===== config.mk =====
export PLATFORM = sky130hd
export DESIGN_NAME = cbd_top
export DESIGN_NICKNAME = d
export VERILOG_FILES = /design/src/hw/cbd_pkg.sv /design/src/hw/cbd_expander.sv /design/src/hw/cbd_top.sv
export VERILOG_INCLUDE_DIRS = /design/src /design/src/hw
export SDC_FILE = /design/constraint.sdc
export NUM_CORES = 1
export LEC_CHECK = 0
export BUFFER_PORTS_ARGS = -buffer_cell sky130_fd_sc_hd__buf_2
export CORE_AREA = 10 10 104 106
export CTS_BUF_LIST = sky130_fd_sc_hd__clkbuf_4
export DETAILED_ROUTE_END_ITERATION = 10
export DIE_AREA = 0 0 114 116
export GPL_TIMING_DRIVEN = 0
export PLACE_DENSITY_LB_ADDON = 0.3
export SYNTH_ARGS = -nofsm -noshare
export SYNTH_HDL_FRONTEND = slang
export SYNTH_SLANG_ARGS = --single-unit

===== constraint.sdc =====
create_clock -name mclk -period 2.81 [get_ports mclk]
set_input_delay 0.1405 -clock mclk [delete_from_list [all_inputs] [get_ports mclk]]
set_output_delay 0.1405 -clock mclk [all_outputs]
set_load 0.01 [all_outputs]

===== src/hw/cbd_defs.svh =====
// Constants shared by the configuration bitstream decompressor
// Behaviour
// - Compressed configuration data is expanded on the fly and written to the cells word by word.
// - Expansion is offered under the parallel passive, active serial and passive serial schemes.
// - Data arriving on the boundary-scan path is never expanded and is taken as uncompressed.
// - Expanding a piece of data takes less time than a serial link needs to deliver the next one; a parallel passive link can land a word during a run.
// - Each device obeys its own compression setting, whatever the other devices in a chain do.
`ifndef CBD_DEFS_SVH
`define CBD_DEFS_SVH

// ****************************************************************
// Timing
// ****************************************************************
`define CBD_MCLK_PERIOD_NS 20
`define CBD_PP_CLKS_PER_WORD 3'h4
`define CBD_SER_BITS_PER_WORD 4'h8

// ****************************************************************
// Token layout and reset values
// ****************************************************************
`define CBD_TOKEN_RUN_BIT 7
`define CBD_TOKEN_LIT_MSB 6
`define CBD_TOKEN_RUN_MSB 3
`define CBD_RUN_FILL 8'h00
`define CBD_WORD_RST 8'h00
`define CBD_RUN_MAX 16

`endif


===== src/hw/cbd_pkg.sv =====
// Types of the configuration bitstream decompressor
package cbd_pkg;

	typedef enum logic [1:0] {
		active_serial_scheme = 2'b00,
		passive_serial_scheme = 2'b01,
		parallel_passive_scheme = 2'b10,
		boundary_scan_scheme = 2'b11
	} cbd_scheme_t;

	typedef enum logic [1:0] {
		exp_token = 2'b00,
		exp_literal = 2'b01,
		exp_run = 2'b10
	} cbd_exp_st_t;

	typedef struct packed {
		cbd_exp_st_t st;
		logic [6:0] count;
		logic out_valid;
		logic [7:0] out_data;
	} cbd_exp_state_t;

	typedef struct packed {
		logic cclk_s1;
		logic cclk_s2;
		logic cclk_s3;
		logic ser_s1;
		logic ser_s2;
		logic [7:0] par_s1;
		logic [7:0] par_s2;
		logic act_s1;
		logic act_s2;
		logic comp_s1;
		logic comp_s2;
		logic [1:0] sch_s1;
		logic [1:0] sch_s2;
		cbd_scheme_t scheme;
		logic bypass;
		logic [2:0] edge_cnt;
		logic [2:0] bit_cnt;
		logic [7:0] shreg;
		logic [7:0] word;
		logic word_vld;
		logic overrun;
	} cbd_top_state_t;

endpackage : cbd_pkg


===== src/hw/cbd_expander.sv =====
// Run-length expander between the word sampler and the cell write path
`include "cbd_defs.svh"
module cbd_expander
	import cbd_pkg::*;
(
	input wire logic mclk, // System clock
	input wire logic rst, // Asynchronous reset, active high
	input wire logic restart, // Frame not active, back to token
	input wire logic bypass, // Expansion off
	input wire logic in_valid, // One-cycle word strobe
	input wire logic [7:0] in_data, // Received word
	output logic out_valid, // One-cycle cell write strobe
	output logic [7:0] out_data, // Cell write word
	output logic busy // Run in progress, cannot take a word
);

	cbd_exp_state_t s_ff;
	cbd_exp_state_t nxt_s;

	// ****************************************************************
	// Expansion
	// ****************************************************************
	always_comb begin
		nxt_s = s_ff;
		nxt_s.out_valid = 1'b0;
		if (restart) begin
			nxt_s.st = exp_token;
			nxt_s.count = 7'h00;
		end else if (bypass) begin
			if (in_valid) begin
				nxt_s.out_valid = 1'b1;
				nxt_s.out_data = in_data;
			end
		end else begin
			case (s_ff.st)
				exp_token: begin
					if (in_valid && in_data[`CBD_TOKEN_RUN_BIT]) begin
						nxt_s.out_valid = 1'b1;
						nxt_s.out_data = `CBD_RUN_FILL;
						nxt_s.count = {3'h0, in_data[`CBD_TOKEN_RUN_MSB:0]};
						if (in_data[`CBD_TOKEN_RUN_MSB:0] != 4'h0) begin
							nxt_s.st = exp_run;
						end
					end else if (in_valid) begin
						nxt_s.count = in_data[`CBD_TOKEN_LIT_MSB:0];
						nxt_s.st = exp_literal;
					end
				end
				exp_literal: begin
					if (in_valid) begin
						nxt_s.out_valid = 1'b1;
						nxt_s.out_data = in_data;
						if (s_ff.count == 7'h00) begin
							nxt_s.st = exp_token;
						end else begin
							nxt_s.count = s_ff.count - 7'h01;
						end
					end
				end
				exp_run: begin
					// Runs of up to 16 words end before the next serial word lands; a fast parallel passive link can land one mid-run
					nxt_s.out_valid = 1'b1;
					nxt_s.out_data = `CBD_RUN_FILL;
					nxt_s.count = s_ff.count - 7'h01;
					if (s_ff.count == 7'h01) begin
						nxt_s.st = exp_token;
					end
				end
				default: begin
					nxt_s.st = exp_token;
				end
			endcase
		end
	end

	always_ff @(posedge mclk or posedge rst) begin
		if (rst) begin
			s_ff <= '0;
		end else begin
			s_ff <= nxt_s;
		end
	end

	assign out_valid = s_ff.out_valid;
	assign out_data = s_ff.out_data;
	assign busy = (s_ff.st == exp_run);
endmodule : cbd_expander


===== src/hw/cbd_top.sv =====
// Configuration bitstream decompressor: link sampler, mode selection and expander
`include "cbd_defs.svh"
module cbd_top
	import cbd_pkg::*;
(
	input wire logic mclk, // System clock, 50 MHz
	input wire logic rst, // Asynchronous reset, active high
	input wire logic config_clock, // Link clock pin
	input wire logic serial_data, // Serial data pin, LSB first
	input wire logic [7:0] parallel_data, // Parallel passive data pins
	input wire logic [1:0] scheme_sel, // Configuration scheme straps
	input wire logic compress_en, // This device's compression setting
	input wire logic config_active, // High while a frame is being loaded
	output logic cell_wr_valid, // One-cycle cell write strobe
	output logic [7:0] cell_wr_data, // Cell write word
	output logic overrun // Word arrived during a run, sticky per frame
);

	cbd_top_state_t s_ff;
	cbd_top_state_t nxt_s;
	logic exp_busy;
	logic cclk_rise;
	logic word_take;
	logic [7:0] word_in;
	logic [7:0] ser_word;

	// ****************************************************************
	// Link edge and word assembly
	// ****************************************************************
	// Only the second and third stages are looked at, never the first
	assign cclk_rise = s_ff.cclk_s2 && !s_ff.cclk_s3 && s_ff.act_s2;
	assign ser_word = {s_ff.ser_s2, s_ff.shreg[7:1]};

	always_comb begin
		word_take = 1'b0;
		word_in = s_ff.par_s2;
		if (s_ff.scheme == parallel_passive_scheme) begin
			// Compressed words are held four clocks, so only the first edge counts
			word_take = cclk_rise && (s_ff.bypass || s_ff.edge_cnt == 3'h0);
		end else begin
			word_in = ser_word;
			word_take = cclk_rise && ({1'b0, s_ff.bit_cnt} == `CBD_SER_BITS_PER_WORD - 4'h1);
		end
	end

	always_comb begin
		nxt_s = s_ff;
		nxt_s.cclk_s1 = config_clock;
		nxt_s.cclk_s2 = s_ff.cclk_s1;
		nxt_s.cclk_s3 = s_ff.cclk_s2;
		nxt_s.ser_s1 = serial_data;
		nxt_s.ser_s2 = s_ff.ser_s1;
		nxt_s.par_s1 = parallel_data;
		nxt_s.par_s2 = s_ff.par_s1;
		nxt_s.act_s1 = config_active;
		nxt_s.act_s2 = s_ff.act_s1;
		nxt_s.comp_s1 = compress_en;
		nxt_s.comp_s2 = s_ff.comp_s1;
		nxt_s.sch_s1 = scheme_sel;
		nxt_s.sch_s2 = s_ff.sch_s1;
		nxt_s.word_vld = word_take;
		if (word_take) begin
			nxt_s.word = word_in;
		end
		if (!s_ff.act_s2) begin
			// Mode is frozen for the frame so a strap glitch cannot split a word
			nxt_s.scheme = cbd_scheme_t'(s_ff.sch_s2);
			nxt_s.bypass = !s_ff.comp_s2
				|| (cbd_scheme_t'(s_ff.sch_s2) == boundary_scan_scheme);
			nxt_s.edge_cnt = 3'h0;
			nxt_s.bit_cnt = 3'h0;
			nxt_s.shreg = `CBD_WORD_RST;
		end else if (cclk_rise) begin
			if (s_ff.edge_cnt == `CBD_PP_CLKS_PER_WORD - 3'h1) begin
				nxt_s.edge_cnt = 3'h0;
			end else begin
				nxt_s.edge_cnt = s_ff.edge_cnt + 3'h1;
			end
			nxt_s.shreg = ser_word;
			nxt_s.bit_cnt = s_ff.bit_cnt + 3'h1;
		end
		// A word landing in the clearing cycle still counts
		nxt_s.overrun = (s_ff.overrun && s_ff.act_s2) || (s_ff.word_vld && exp_busy);
	end

	always_ff @(posedge mclk or posedge rst) begin
		if (rst) begin
			s_ff <= '0;
		end else begin
			s_ff <= nxt_s;
		end
	end

	assign overrun = s_ff.overrun;

	// ****************************************************************
	// Expander
	// ****************************************************************
	cbd_expander u_expander (
		.mclk(mclk),
		.rst(rst),
		.restart(!s_ff.act_s2),
		.bypass(s_ff.bypass),
		.in_valid(s_ff.word_vld),
		.in_data(s_ff.word),
		.out_valid(cell_wr_valid),
		.out_data(cell_wr_data),
		.busy(exp_busy)
	);
endmodule : cbd_top


==> key figures, run 1 <==
Layout
  – Finished Layout Cells: 410
  – Share of cells above drive strength 1: 0.2550
  – Area Growth Syn to Fin: 19.35%
  – # nets final: 320
  – Most common cell after layout, fill and taps aside: dfrtp_1
  – Most frequent cells in the layout: dfrtp_1 (73), nand2_1 (32), buf_2 (29), a21oi_1 (19), mux2_2 (18)
  – Post-layout util: 0.4108
  – Antenna fix cells: 0
  – Post-route cell area: 3565 sq um

STA
  – Unrepaired setup endpoints after global routing: no
  – Rel. slew slack: 0.4229
  – Tmin final: 1.988 ns
  – Final Setup Violations: 0
  – Setup ws final: 0.8219 ns
  – Final Max Tran Viols: 0
  – Setup_tns: 0 ns
  – Fmax: 503.0 MHz
  – Slew @ Worst Pin: 0.8656 ns
  – Fin crit share: 0.7075
  – Skew final: 0.01158 ns
  – Final hold vios: 0

Place
  – Global placement routability congestion: 0.7828
  – Port Buffers: 25
  – Area after DPL: 3249 sq um
  – Placed Cells: 379
  – Hpwl dp: 3921 um
  – Place WS: 0.8716 ns

Die
  – DIE AREA: 13220 sq um
  – # IOs: 26
  – Core Region: 8678 sq um
  – Die height: 116 um
  – Die Wd: 114 um
  – Initial Util: 0.3441
  – # rows: 34

Critical path
  – Crit path max-delay family: compound AO/OA/AOI/OAI gates
  – Worst Setup Path Type: flip-flop to flip-flop
  – Worst path bufs/invs: 2
  – Critical Path Start Type: flip-flop
  – WP data required: 3.14 ns
  – CP Cell Sequence: inv_1 > ha_1 > and3b_1 > a221oi_1 > buf_2 > nand2_1 > o22ai_1
  – Critical Path Sink Type: flip-flop
  – Arr. time, crit path: 2.32 ns
  – Max stage delay on crit path: 0.45 ns
  – CP max stage cell: dfrtp_1
  – CP max FO: 10

Clock tree
  – Num CTS Buffers: 9
  – CTS tree: yes
  – Clock-pin slew on the worst setup and hold paths: 0.13 ns
  – CTS root buffer: clkbuf_4
  – Clock Latency Late Sink: 0.42 ns
  – Post-CTS setup buffer count: 0
  – Max Root-Sink Buffers: 2
  – Cts hold-fix bufs: 15
  – Post-CTS sizing: 0
  – CTS sink count: 73
  – # H-tree levels: 3

Synthesis
  – EDFF count, synth: 0
  – Syn Inst Count: 246
  – Area of the mapped netlist: 2987 sq um
  – Yosys warning count: 0
  – Synth Register Bits: 73
  – Seq/Total Area, Yosys: 0.6116
  – Primary FF master, synth: dfrtp_1
  – Post-synth ARST share: 1.000
  – Net Count, Synth: 269
  – Syn Area/Cell: 12.14 sq um
  – Count of cell types in the netlist: 44

Power and ir drop
  – PwrDens: 595.1 nW/um^2
  – Max VDD drop: 0.3400 mV
  – Leakage power: 1.658 nW

Global routing
  – All-Layer GR Usage: 0.09598
  – Vias in the first global route: 2027
  – Largest net degree at the start of global routing: 74
  – First-pass GRT wire length: 10160 um
  – Initial antenna violation count: 0
  – Gr ovfl total: 0

Routing
  – Vias/cell: 4.807
  – Avg WL per Cell: 14.30 um
  – DRT Pass-1 Iters: 4
  – Post-route ant nets: 0
  – Vias post-DR: 1971
  – Routed WL: 5861 um
  – Initial DRC count: 137
  – DRC: 0

Outcome
  – Status: completed

Job
  – Max Cap Viol: 0

Min path
  – Hold Path Class: input pin to flip-flop
==> routing by layer <==
| layer | global-route usage | vias to the layer above | share of wire |
|---|---|---|---|
| met5 | 0 | - | 0 |
| met4 | 0.05597 | 0 | 0.024 |
| met3 | 0.01912 | 10 | 0.038 |
| met2 | 0.1363 | 54 | 0.44 |
| met1 | 0.1325 | 951 | 0.50 |
| li1 | - | 956 | - |
==> cells in the mapped netlist (2+ instances only) <==
| cell type | number | share of area |
|---|---|---|
| mux2_2 | 18 | 0.068 |
| a21boi_0 | 4 | 0.010 |
| a21oi_1 | 19 | 0.032 |
| inv_1 | 11 | 0.014 |
| a31oi_1 | 2 | 0.0042 |
| clkbuf_1 | 4 | 0.0050 |
| nand2b_1 | 4 | 0.0084 |
| a221oi_1 | 2 | 0.0059 |
| a2bb2oi_1 | 2 | 0.0059 |
| nand2_1 | 32 | 0.040 |
| dfrtp_1 | 73 | 0.61 |
| o21ai_1 | 2 | 0.0034 |
| nor2_1 | 6 | 0.0075 |
| o21ai_0 | 6 | 0.010 |
| buf_2 | 4 | 0.0067 |
| o22ai_1 | 3 | 0.0063 |
| buf_4 | 8 | 0.020 |
| a22o_1 | 8 | 0.023 |
| nor4_1 | 4 | 0.0084 |
| a22oi_1 | 4 | 0.010 |
| ha_1 | 7 | 0.029 |
==> registers in the layout, summed over array words and instances, names as in the netlist <==
signal                flops
s_ff                     39
nxt_s                    15
u_expander.s_ff           9
u_expander.out_data       8
overrun                   1
u_expander.out_valid      1
==> worst reg2reg max path, delay by kind of cell (launching register included) <==
kind	cells	cell delay [ns]
flops	1	0.45
simple gates	2	0.32
compound gates	2	0.54
fa+ha+maj	1	0.23
buf+inv	2	0.36
==> cell type report <==
class / count / area [sq um]
tap: 108 / 135.1
inverter: 12 / 47.55
clock inverter: 6 / 90.09
timing repair buffer: 40 / 275.3
clock buffer: 10 / 75.07
fill: 858 / 5114
buffer: 17 / 106.4
multi-input combinational: 144 / 1008
sequential: 73 / 1827
==> where the power goes <==
group	switching, W	leakage, nW	internal (W)
Sequential	0.0000487	0.937	0.00111
Combinational	0.0000945	0.634	0.000111
Clock	0.000383	0.0870	0.000374
Total	0.000526	1.66	0.00160
==> path summary, 6_finish.rpt <==
| kind | from | endpoint | slack (ns) | cells past startpoint |
|---|---|---|---|---|
| setup reg to reg | u_expander.s_ff[9]$_DFFE_PP0P_ | u_expander.s_ff[14]$_DFFE_PP0P_ | 0.82 | 7 |
| hold reg to reg | nxt_s[40]$_DFF_PP0_ | s_ff[40]$_DFF_PP0_ | 0.36 | 0 |
| max in group asynchronous | rst | s_ff[22]$_DFFE_PP0P_ | 1.81 | 3 |
| setup / recovery | u_expander.s_ff[9]$_DFFE_PP0P_ | u_expander.s_ff[14]$_DFFE_PP0P_ | 0.82 | 7 |
| min in group asynchronous | rst | u_expander.out_data[6]$_DFFE_PP0P_ | 0.43 | 3 |
| hold / removal | parallel_data[7] | nxt_s[42]$_DFF_PP0_ | 0.35 | 2 |
==> through the flow <==
step | power (W) | hold WS [ns]
after detailed placement | 0.001374 | 0.2499
after floorplan | 0.001306 | 0.1719
after CTS | 0.002145 | 0.3178
final | 0.002121 | 0.3491
after global placement | 0.001369 | 0.2478
after global routing | 0.002229 | 0.3247
==> logic make-up after synthesis <==
| family | after synthesis | synth area share |
|---|---|---|
| xor+xnor | 2 | 0.005866 |
| simple gates | 55 | 0.08840 |
| fa+ha+maj | 7 | 0.02932 |
| buf+inv | 29 | 0.05069 |
| mux | 18 | 0.06787 |
| flops | 73 | 0.6116 |
| compound gates | 62 | 0.1462 |
Power figures use the tool's default switching activity.
==> run 2, diff against run 1 <==
Clock period 2.81 ns to 1.9 ns, I/O delays scaled along.
==> run 2 against run 1 <==
Net effect:
- register-to-register slack worse by 0.71 ns
- sequential cell count stayed put
- clock skew is 0.0087 ns higher
- via count is 2.7% higher
- total power is 43% higher
- combinational power is 56% higher
- final area is 2.4% higher
- worst hold slack worse by 0.053 ns
- non-clock buffer count is 7 higher
- first-iteration DRC count is 53% lower
- largest cell class unchanged
==> key figures, run 2 (same netlist as run 1, synthesis figures left out) <==
Global routing
  – Gr ovfl total: 0 (unchanged)
  – First-pass GRT wire length: 10170 um (about the same)
  – All-Layer GR Usage: 0.09662 (+0.0006470)
  – Largest net degree at the start of global routing: 39 (-47%)
  – Initial antenna violation count: 1 (+1)
  – Vias in the first global route: 2097 (+3.5%)

STA
  – Final Setup Violations: 0 (unchanged)
  – Tmin final: 1.791 ns (-0.1968 ns)
  – Fmax: 558.2 MHz (+11%)
  – Final hold vios: 0 (unchanged)
  – Final Max Tran Viols: 0 (unchanged)
  – Setup_tns: 0 ns (unchanged)
  – Unrepaired setup endpoints after global routing: yes
  – Rel. slew slack: 0.4539 (+0.03101)
  – Skew final: 0.02025 ns (+0.008671 ns)
  – Fin crit share: 0.9428 (+0.2353)
  – Setup ws final: 0.1087 ns (-0.7132 ns)
  – Slew @ Worst Pin: 0.8174 ns (-0.04824 ns)

Place
  – Area after DPL: 3271 sq um (+0.65%)
  – Global placement routability congestion: 0.8480 (+8.3%)
  – Place WS: -0.04419 ns (-0.9158 ns)
  – Port Buffers: 25 (unchanged)
  – Hpwl dp: 4036 um (+2.9%)

Layout
  – Post-route cell area: 3650 sq um (+2.4%)
  – # nets final: 327 (+2.2%)
  – Largest Register: s_ff
  – Area Growth Syn to Fin: 22.20%
  – Number of flip-flops in the largest register: 39 (unchanged)
  – Most common cell after layout, fill and taps aside: dfrtp_1
  – Most frequent cells in the layout: dfrtp_1 (73), nand2_1 (32), buf_2 (28), a21oi_1 (19), mux2_2 (18)
  – Post-layout util: 0.4206 (+0.009804)
  – Share of cells above drive strength 1: 0.2880 (+0.03306)

Die
  – Core Region: 8678 sq um (unchanged)
  – # IOs: 26 (unchanged)
  – Die Wd: 114 um (unchanged)
  – # rows: 34 (unchanged)
  – DIE AREA: 13220 sq um (unchanged)
  – Initial Util: 0.3441 (unchanged)
  – Die height: 116 um (unchanged)

Critical path
  – Critical Path Sink Type: flip-flop
  – Critical Path Start Type: flip-flop
  – Arr. time, crit path: 2.10 ns (-0.22 ns)
  – CP max FO: 10 (unchanged)
  – Reg2reg setup slack: 0.11 ns (-0.71 ns)
  – Worst Setup Path Type: flip-flop to flip-flop
  – WP data required: 2.21 ns (-0.93 ns)

Outcome
  – Status: completed

Clock tree
  – Clock Latency Late Sink: 0.43 ns (about the same)
  – Num CTS Buffers: 9 (unchanged)
  – Max Root-Sink Buffers: 2 (unchanged)
  – # H-tree levels: 3 (unchanged)
  – CTS sink count: 73 (unchanged)
  – Clock-pin slew on the worst setup and hold paths: 0.14 ns (about the same)
  – CTS root buffer: clkbuf_4
  – CTS tree: yes

Min path
  – Hold Path Class: input pin to flip-flop

Power and ir drop
  – Total chip power: 0.003038 W (+43%)
  – Max VDD drop: 0.4094 mV (+20%)
  – PwrDens: 832.5 nW/um^2 (+40%)
  – Leakage power: 1.689 nW (+1.9%)

Routing
  – DRC: 0 (unchanged)
  – Vias post-DR: 2024 (+2.7%)
  – Initial DRC count: 65 (-53%)
  – Routed WL: 5994 um (+2.3%)
  – Avg WL per Cell: 14.34 um (+0.31%)
  – Vias/cell: 4.842 (+0.72%)
  – Post-route ant nets: 0 (unchanged)
  – DRT Pass-1 Iters: 4 (unchanged)

Job
  – Max Cap Viol: 0 (unchanged)
==> run 2: final timing paths <==
check                                                 from                         endpoint  cells past startpoint
setup / recovery           u_expander.s_ff[10]$_DFFE_PP0P_  u_expander.s_ff[11]$_DFFE_PP0P_                      7
hold / removal                            parallel_data[0]              nxt_s[35]$_DFF_PP0_                      2
setup reg to reg           u_expander.s_ff[10]$_DFFE_PP0P_  u_expander.s_ff[11]$_DFFE_PP0P_                      7
hold reg to reg                        nxt_s[38]$_DFF_PP0_               s_ff[38]$_DFF_PP0_                      0
max in group asynchronous                              rst              s_ff[7]$_DFFE_PP0P_                      4
min in group asynchronous                              rst               s_ff[53]$_DFF_PP0_                      3
==> run 2: metal layers <==
metal | track usage | wire, um
met5 | 0 | 0
met4 | 0.06099 | 150
met3 | 0.02894 | 337
met2 | 0.1458 | 2787
met1 | 0.1187 | 2718
==> run 2: what timing repair did <==
item / 4_1_cts / 5_1_grt
setup buffers: 2 / 4
hold buffers: 15 / 0
resized for setup: 2 / 6
endpoints found under the setup margin: 14 / 23
endpoints found under the hold margin: 51 / 0
pin swaps: 1 / 0
==> run 2: area by class of cell <==
cell class,count,area (sq um)
antenna,1,2.502
inverter,12,52.55
tap,108,135.1
fill,843,5029
buffer,17,108.9
timing repair buffer,47,344.1
sequential,73,1827
clock buffer,9,67.56
clock inverter,7,77.57
multi-input combinational,144,1035
==> run 2: report_power, final <==
| group | leakage, nW | internal [W] | switching (W) |
|---|---|---|---|
| Sequential | 0.937 | 0.00164 | 0.0000719 |
| Combinational | 0.680 | 0.000173 | 0.000146 |
| Clock | 0.0721 | 0.000412 | 0.000593 |
| Total | 1.69 | 0.00223 | 0.000811 |
==> run 2: stage by stage <==
step	hold slack (ns)	cells
4_1_cts	0.2712	413
6_report	0.2959	418
5_1_grt	0.2680	418
3_5_place_dp	0.2043	380
3_3_place_gp	0.2028	379
2_1_floorplan	0.1264	246
==> run 2: critical path, cell delays in order, from the launching register on <==
cell,delay [ns]
dfrtp_1,0.40
inv_1,0.09
ha_1,0.21
and3b_1,0.18
a221oi_2,0.27
buf_4,0.21
a21boi_0,0.23
o22ai_2,0.10
==> run 3, diff against run 2 <==
Settings changed: MAX_ROUTING_LAYER from default to met4.
==> run 3 against run 2 <==
Net effect:
- non-clock buffer count unchanged
- final area is the same
- count of clock-buffer cells in the layout did not move
- critical path depth did not move
- die area did not move
- fmax about the same
- sequential share of layout area stayed put
- core utilization unchanged
- via count shrank 0.15%
- clock power about the same
- highest routed layer unchanged
==> key figures, run 3 (same netlist as run 1, synthesis figures left out) <==
Outcome
  – Status: completed

Place
  – Global placement routability congestion: 0.8613 (+1.6%)
  – Area after DPL: 3271 sq um (unchanged)
  – Port Buffers: 25 (unchanged)
  – Hpwl dp: 4036 um (unchanged)

STA
  – Fmax: 558.2 MHz (about the same)
  – Final hold vios: 0 (unchanged)
  – Final Setup Violations: 0 (unchanged)
  – Tmin final: 1.792 ns (+0.0001900 ns)
  – Rel. slew slack: 0.4539 (about the same)
  – Unrepaired setup endpoints after global routing: yes
  – Skew final: 0.02056 ns (+0.0003173 ns)
  – Slew @ Worst Pin: 0.8174 ns (-0.000006139 ns)
  – Fin crit share: 0.9429 (about the same)
  – Final Max Tran Viols: 0 (unchanged)

Die
  – # IOs: 26 (unchanged)
  – Die height: 116 um (unchanged)
  – Core Region: 8678 sq um (unchanged)
  – # rows: 34 (unchanged)
  – DIE AREA: 13220 sq um (unchanged)
  – Initial Util: 0.3441 (unchanged)
  – Die Wd: 114 um (unchanged)

Clock tree
  – Clock Latency Late Sink: 0.43 ns (about the same)
  – Clock-pin slew on the worst setup and hold paths: 0.14 ns (about the same)
  – CTS sink count: 73 (unchanged)
  – CTS root buffer: clkbuf_4
  – Num CTS Buffers: 9 (unchanged)
  – CTS tree: yes
  – Max Root-Sink Buffers: 2 (unchanged)
  – # H-tree levels: 3 (unchanged)

Layout
  – Share of cells above drive strength 1: 0.2880 (unchanged)
  – Largest Register: s_ff
  – Area Growth Syn to Fin: 22.20% (unchanged)
  – Most common cell after layout, fill and taps aside: dfrtp_1
  – FILL cells: 843 (unchanged)
  – Number of flip-flops in the largest register: 39 (unchanged)
  – Most frequent cells in the layout: dfrtp_1 (73), nand2_1 (32), buf_2 (28), a21oi_1 (19), mux2_2 (18)
  – Post-route cell area: 3650 sq um (unchanged)
  – # nets final: 327 (unchanged)

Routing
  – Avg WL per Cell: 14.33 um (about the same)
  – Vias/cell: 4.835 (-0.15%)
  – Routed WL: 5989 um (about the same)
  – DRC: 0 (unchanged)
  – DRT Pass-1 Iters: 4 (unchanged)
  – Post-route ant nets: 0 (unchanged)
  – Vias post-DR: 2021 (-0.15%)
  – Initial DRC count: 61 (-6.2%)

Min path
  – Hold Startpoint: parallel_data[0]
  – Hold Path Class: input pin to flip-flop

Global routing
  – All-Layer GR Usage: 0.09954 (+0.002918)
  – Initial antenna violation count: 1 (unchanged)
  – Vias in the first global route: 2101 (+0.19%)
  – Gr ovfl total: 0 (unchanged)
  – Largest net degree at the start of global routing: 39 (unchanged)
  – First-pass GRT wire length: 10180 um (+0.14%)

Critical path
  – Critical Path Sink Type: flip-flop
  – WP data required: 2.21 ns (about the same)
  – Worst Setup Path Type: flip-flop to flip-flop
  – CP max FO: 10 (unchanged)
  – Origin of the critical flop-to-flop path: u_expander.s_ff[10]$_DFFE_PP0P_
  – Arr. time, crit path: 2.10 ns (about the same)
  – Critical Path Start Type: flip-flop
  – Crit path from: u_expander.s_ff[10]$_DFFE_PP0P_

Power and ir drop
  – P_sw: 0.0008111 W (about the same)
  – Seq pwr share: 0.564 (about the same)
  – Max VDD drop: 0.4094 mV (unchanged)
  – Sw Share: 0.2669 (about the same)
  – Leakage power: 1.689 nW (unchanged)
  – Clk pwr share: 0.331 (about the same)
  – Total chip power: 0.003039 W (about the same)
  – Comb pwr share: 0.105 (about the same)
  – Power Internal: 0.002227 W (about the same)
  – PwrDens: 832.5 nW/um^2 (about the same)

Job
  – Max Cap Viol: 0 (unchanged)
[run 3: power by group through the flow]
stage,logic [W],clock network (W),registers [W]
2_1_floorplan,0.000217,0,0.00172
3_3_place_gp,0.000281,0,0.00174
3_5_place_dp,0.000292,0,0.00174
4_1_cts,0.000317,0.00104,0.00171
5_1_grt,0.000358,0.00113,0.00173
6_report,0.000319,0.00101,0.00171
[run 3: worst paths after layout]
kind | to | slack [ns] | depth (start not counted)
setup reg to reg | u_expander.s_ff[11]$_DFFE_PP0P_ | 0.11 | 7
hold reg to reg | s_ff[38]$_DFF_PP0_ | 0.36 | 0
max in group asynchronous | s_ff[7]$_DFFE_PP0P_ | 0.92 | 4
setup / recovery | u_expander.s_ff[11]$_DFFE_PP0P_ | 0.11 | 7
min in group asynchronous | s_ff[53]$_DFF_PP0_ | 0.34 | 3
hold / removal | nxt_s[35]$_DFF_PP0_ | 0.30 | 2
[run 3: repair_timing]
| item | 4_1_cts | 5_1_grt |
|---|---|---|
| pin swaps | 1 | 0 |
| endpoints found under the hold margin | 51 | 0 |
| setup buffers | 2 | 4 |
| gates resized for setup | 2 | 6 |
| hold buffers | 15 | 0 |
| setup endpoints to repair | 14 | 23 |
[run 3: routing by layer]
layer	track usage	wire length [um]
met5	-	0
met4	0.06099	150
met3	0.02739	326
met2	0.1462	2784
met1	0.1194	2727
[run 3: metrics by stage]
stage | std cells | util | setup TNS, ns | setup slack [ns] | hold slack [ns]
2_1_floorplan | 246 | - | 0 | 0.1420 | 0.1264
3_3_place_gp | 379 | 0.3746 | -0.1582 | -0.01502 | 0.2028
3_5_place_dp | 380 | 0.3769 | -0.3456 | -0.04419 | 0.2043
4_1_cts | 413 | 0.4136 | 0 | 0.01861 | 0.2712
5_1_grt | 418 | 0.4206 | -0.01827 | -0.01635 | 0.2680
6_report | 418 | 0.4206 | 0 | 0.1085 | 0.2954
[run 3: final cells by class]
class	count	area, sq um	area share
flip-flops and latches	73	1827	0.5005
plain buffers	17	108.9	0.02983
inverters	12	52.55	0.01440
clock buffers	9	67.56	0.01851
well taps	108	135.1	0.03702
repair buffers	47	344.1	0.09427
clock inverters	7	77.57	0.02125
multi-input cells	144	1035	0.2835
diodes	1	2.502	0.0006856
[run 3: critical path, stage by stage (launching register included)]
cell      delay [ns]
dfrtp_1         0.40
inv_1           0.09
ha_1            0.21
and3b_1         0.18
a221oi_2        0.26
buf_4           0.21
a21boi_0        0.23
o22ai_2         0.10
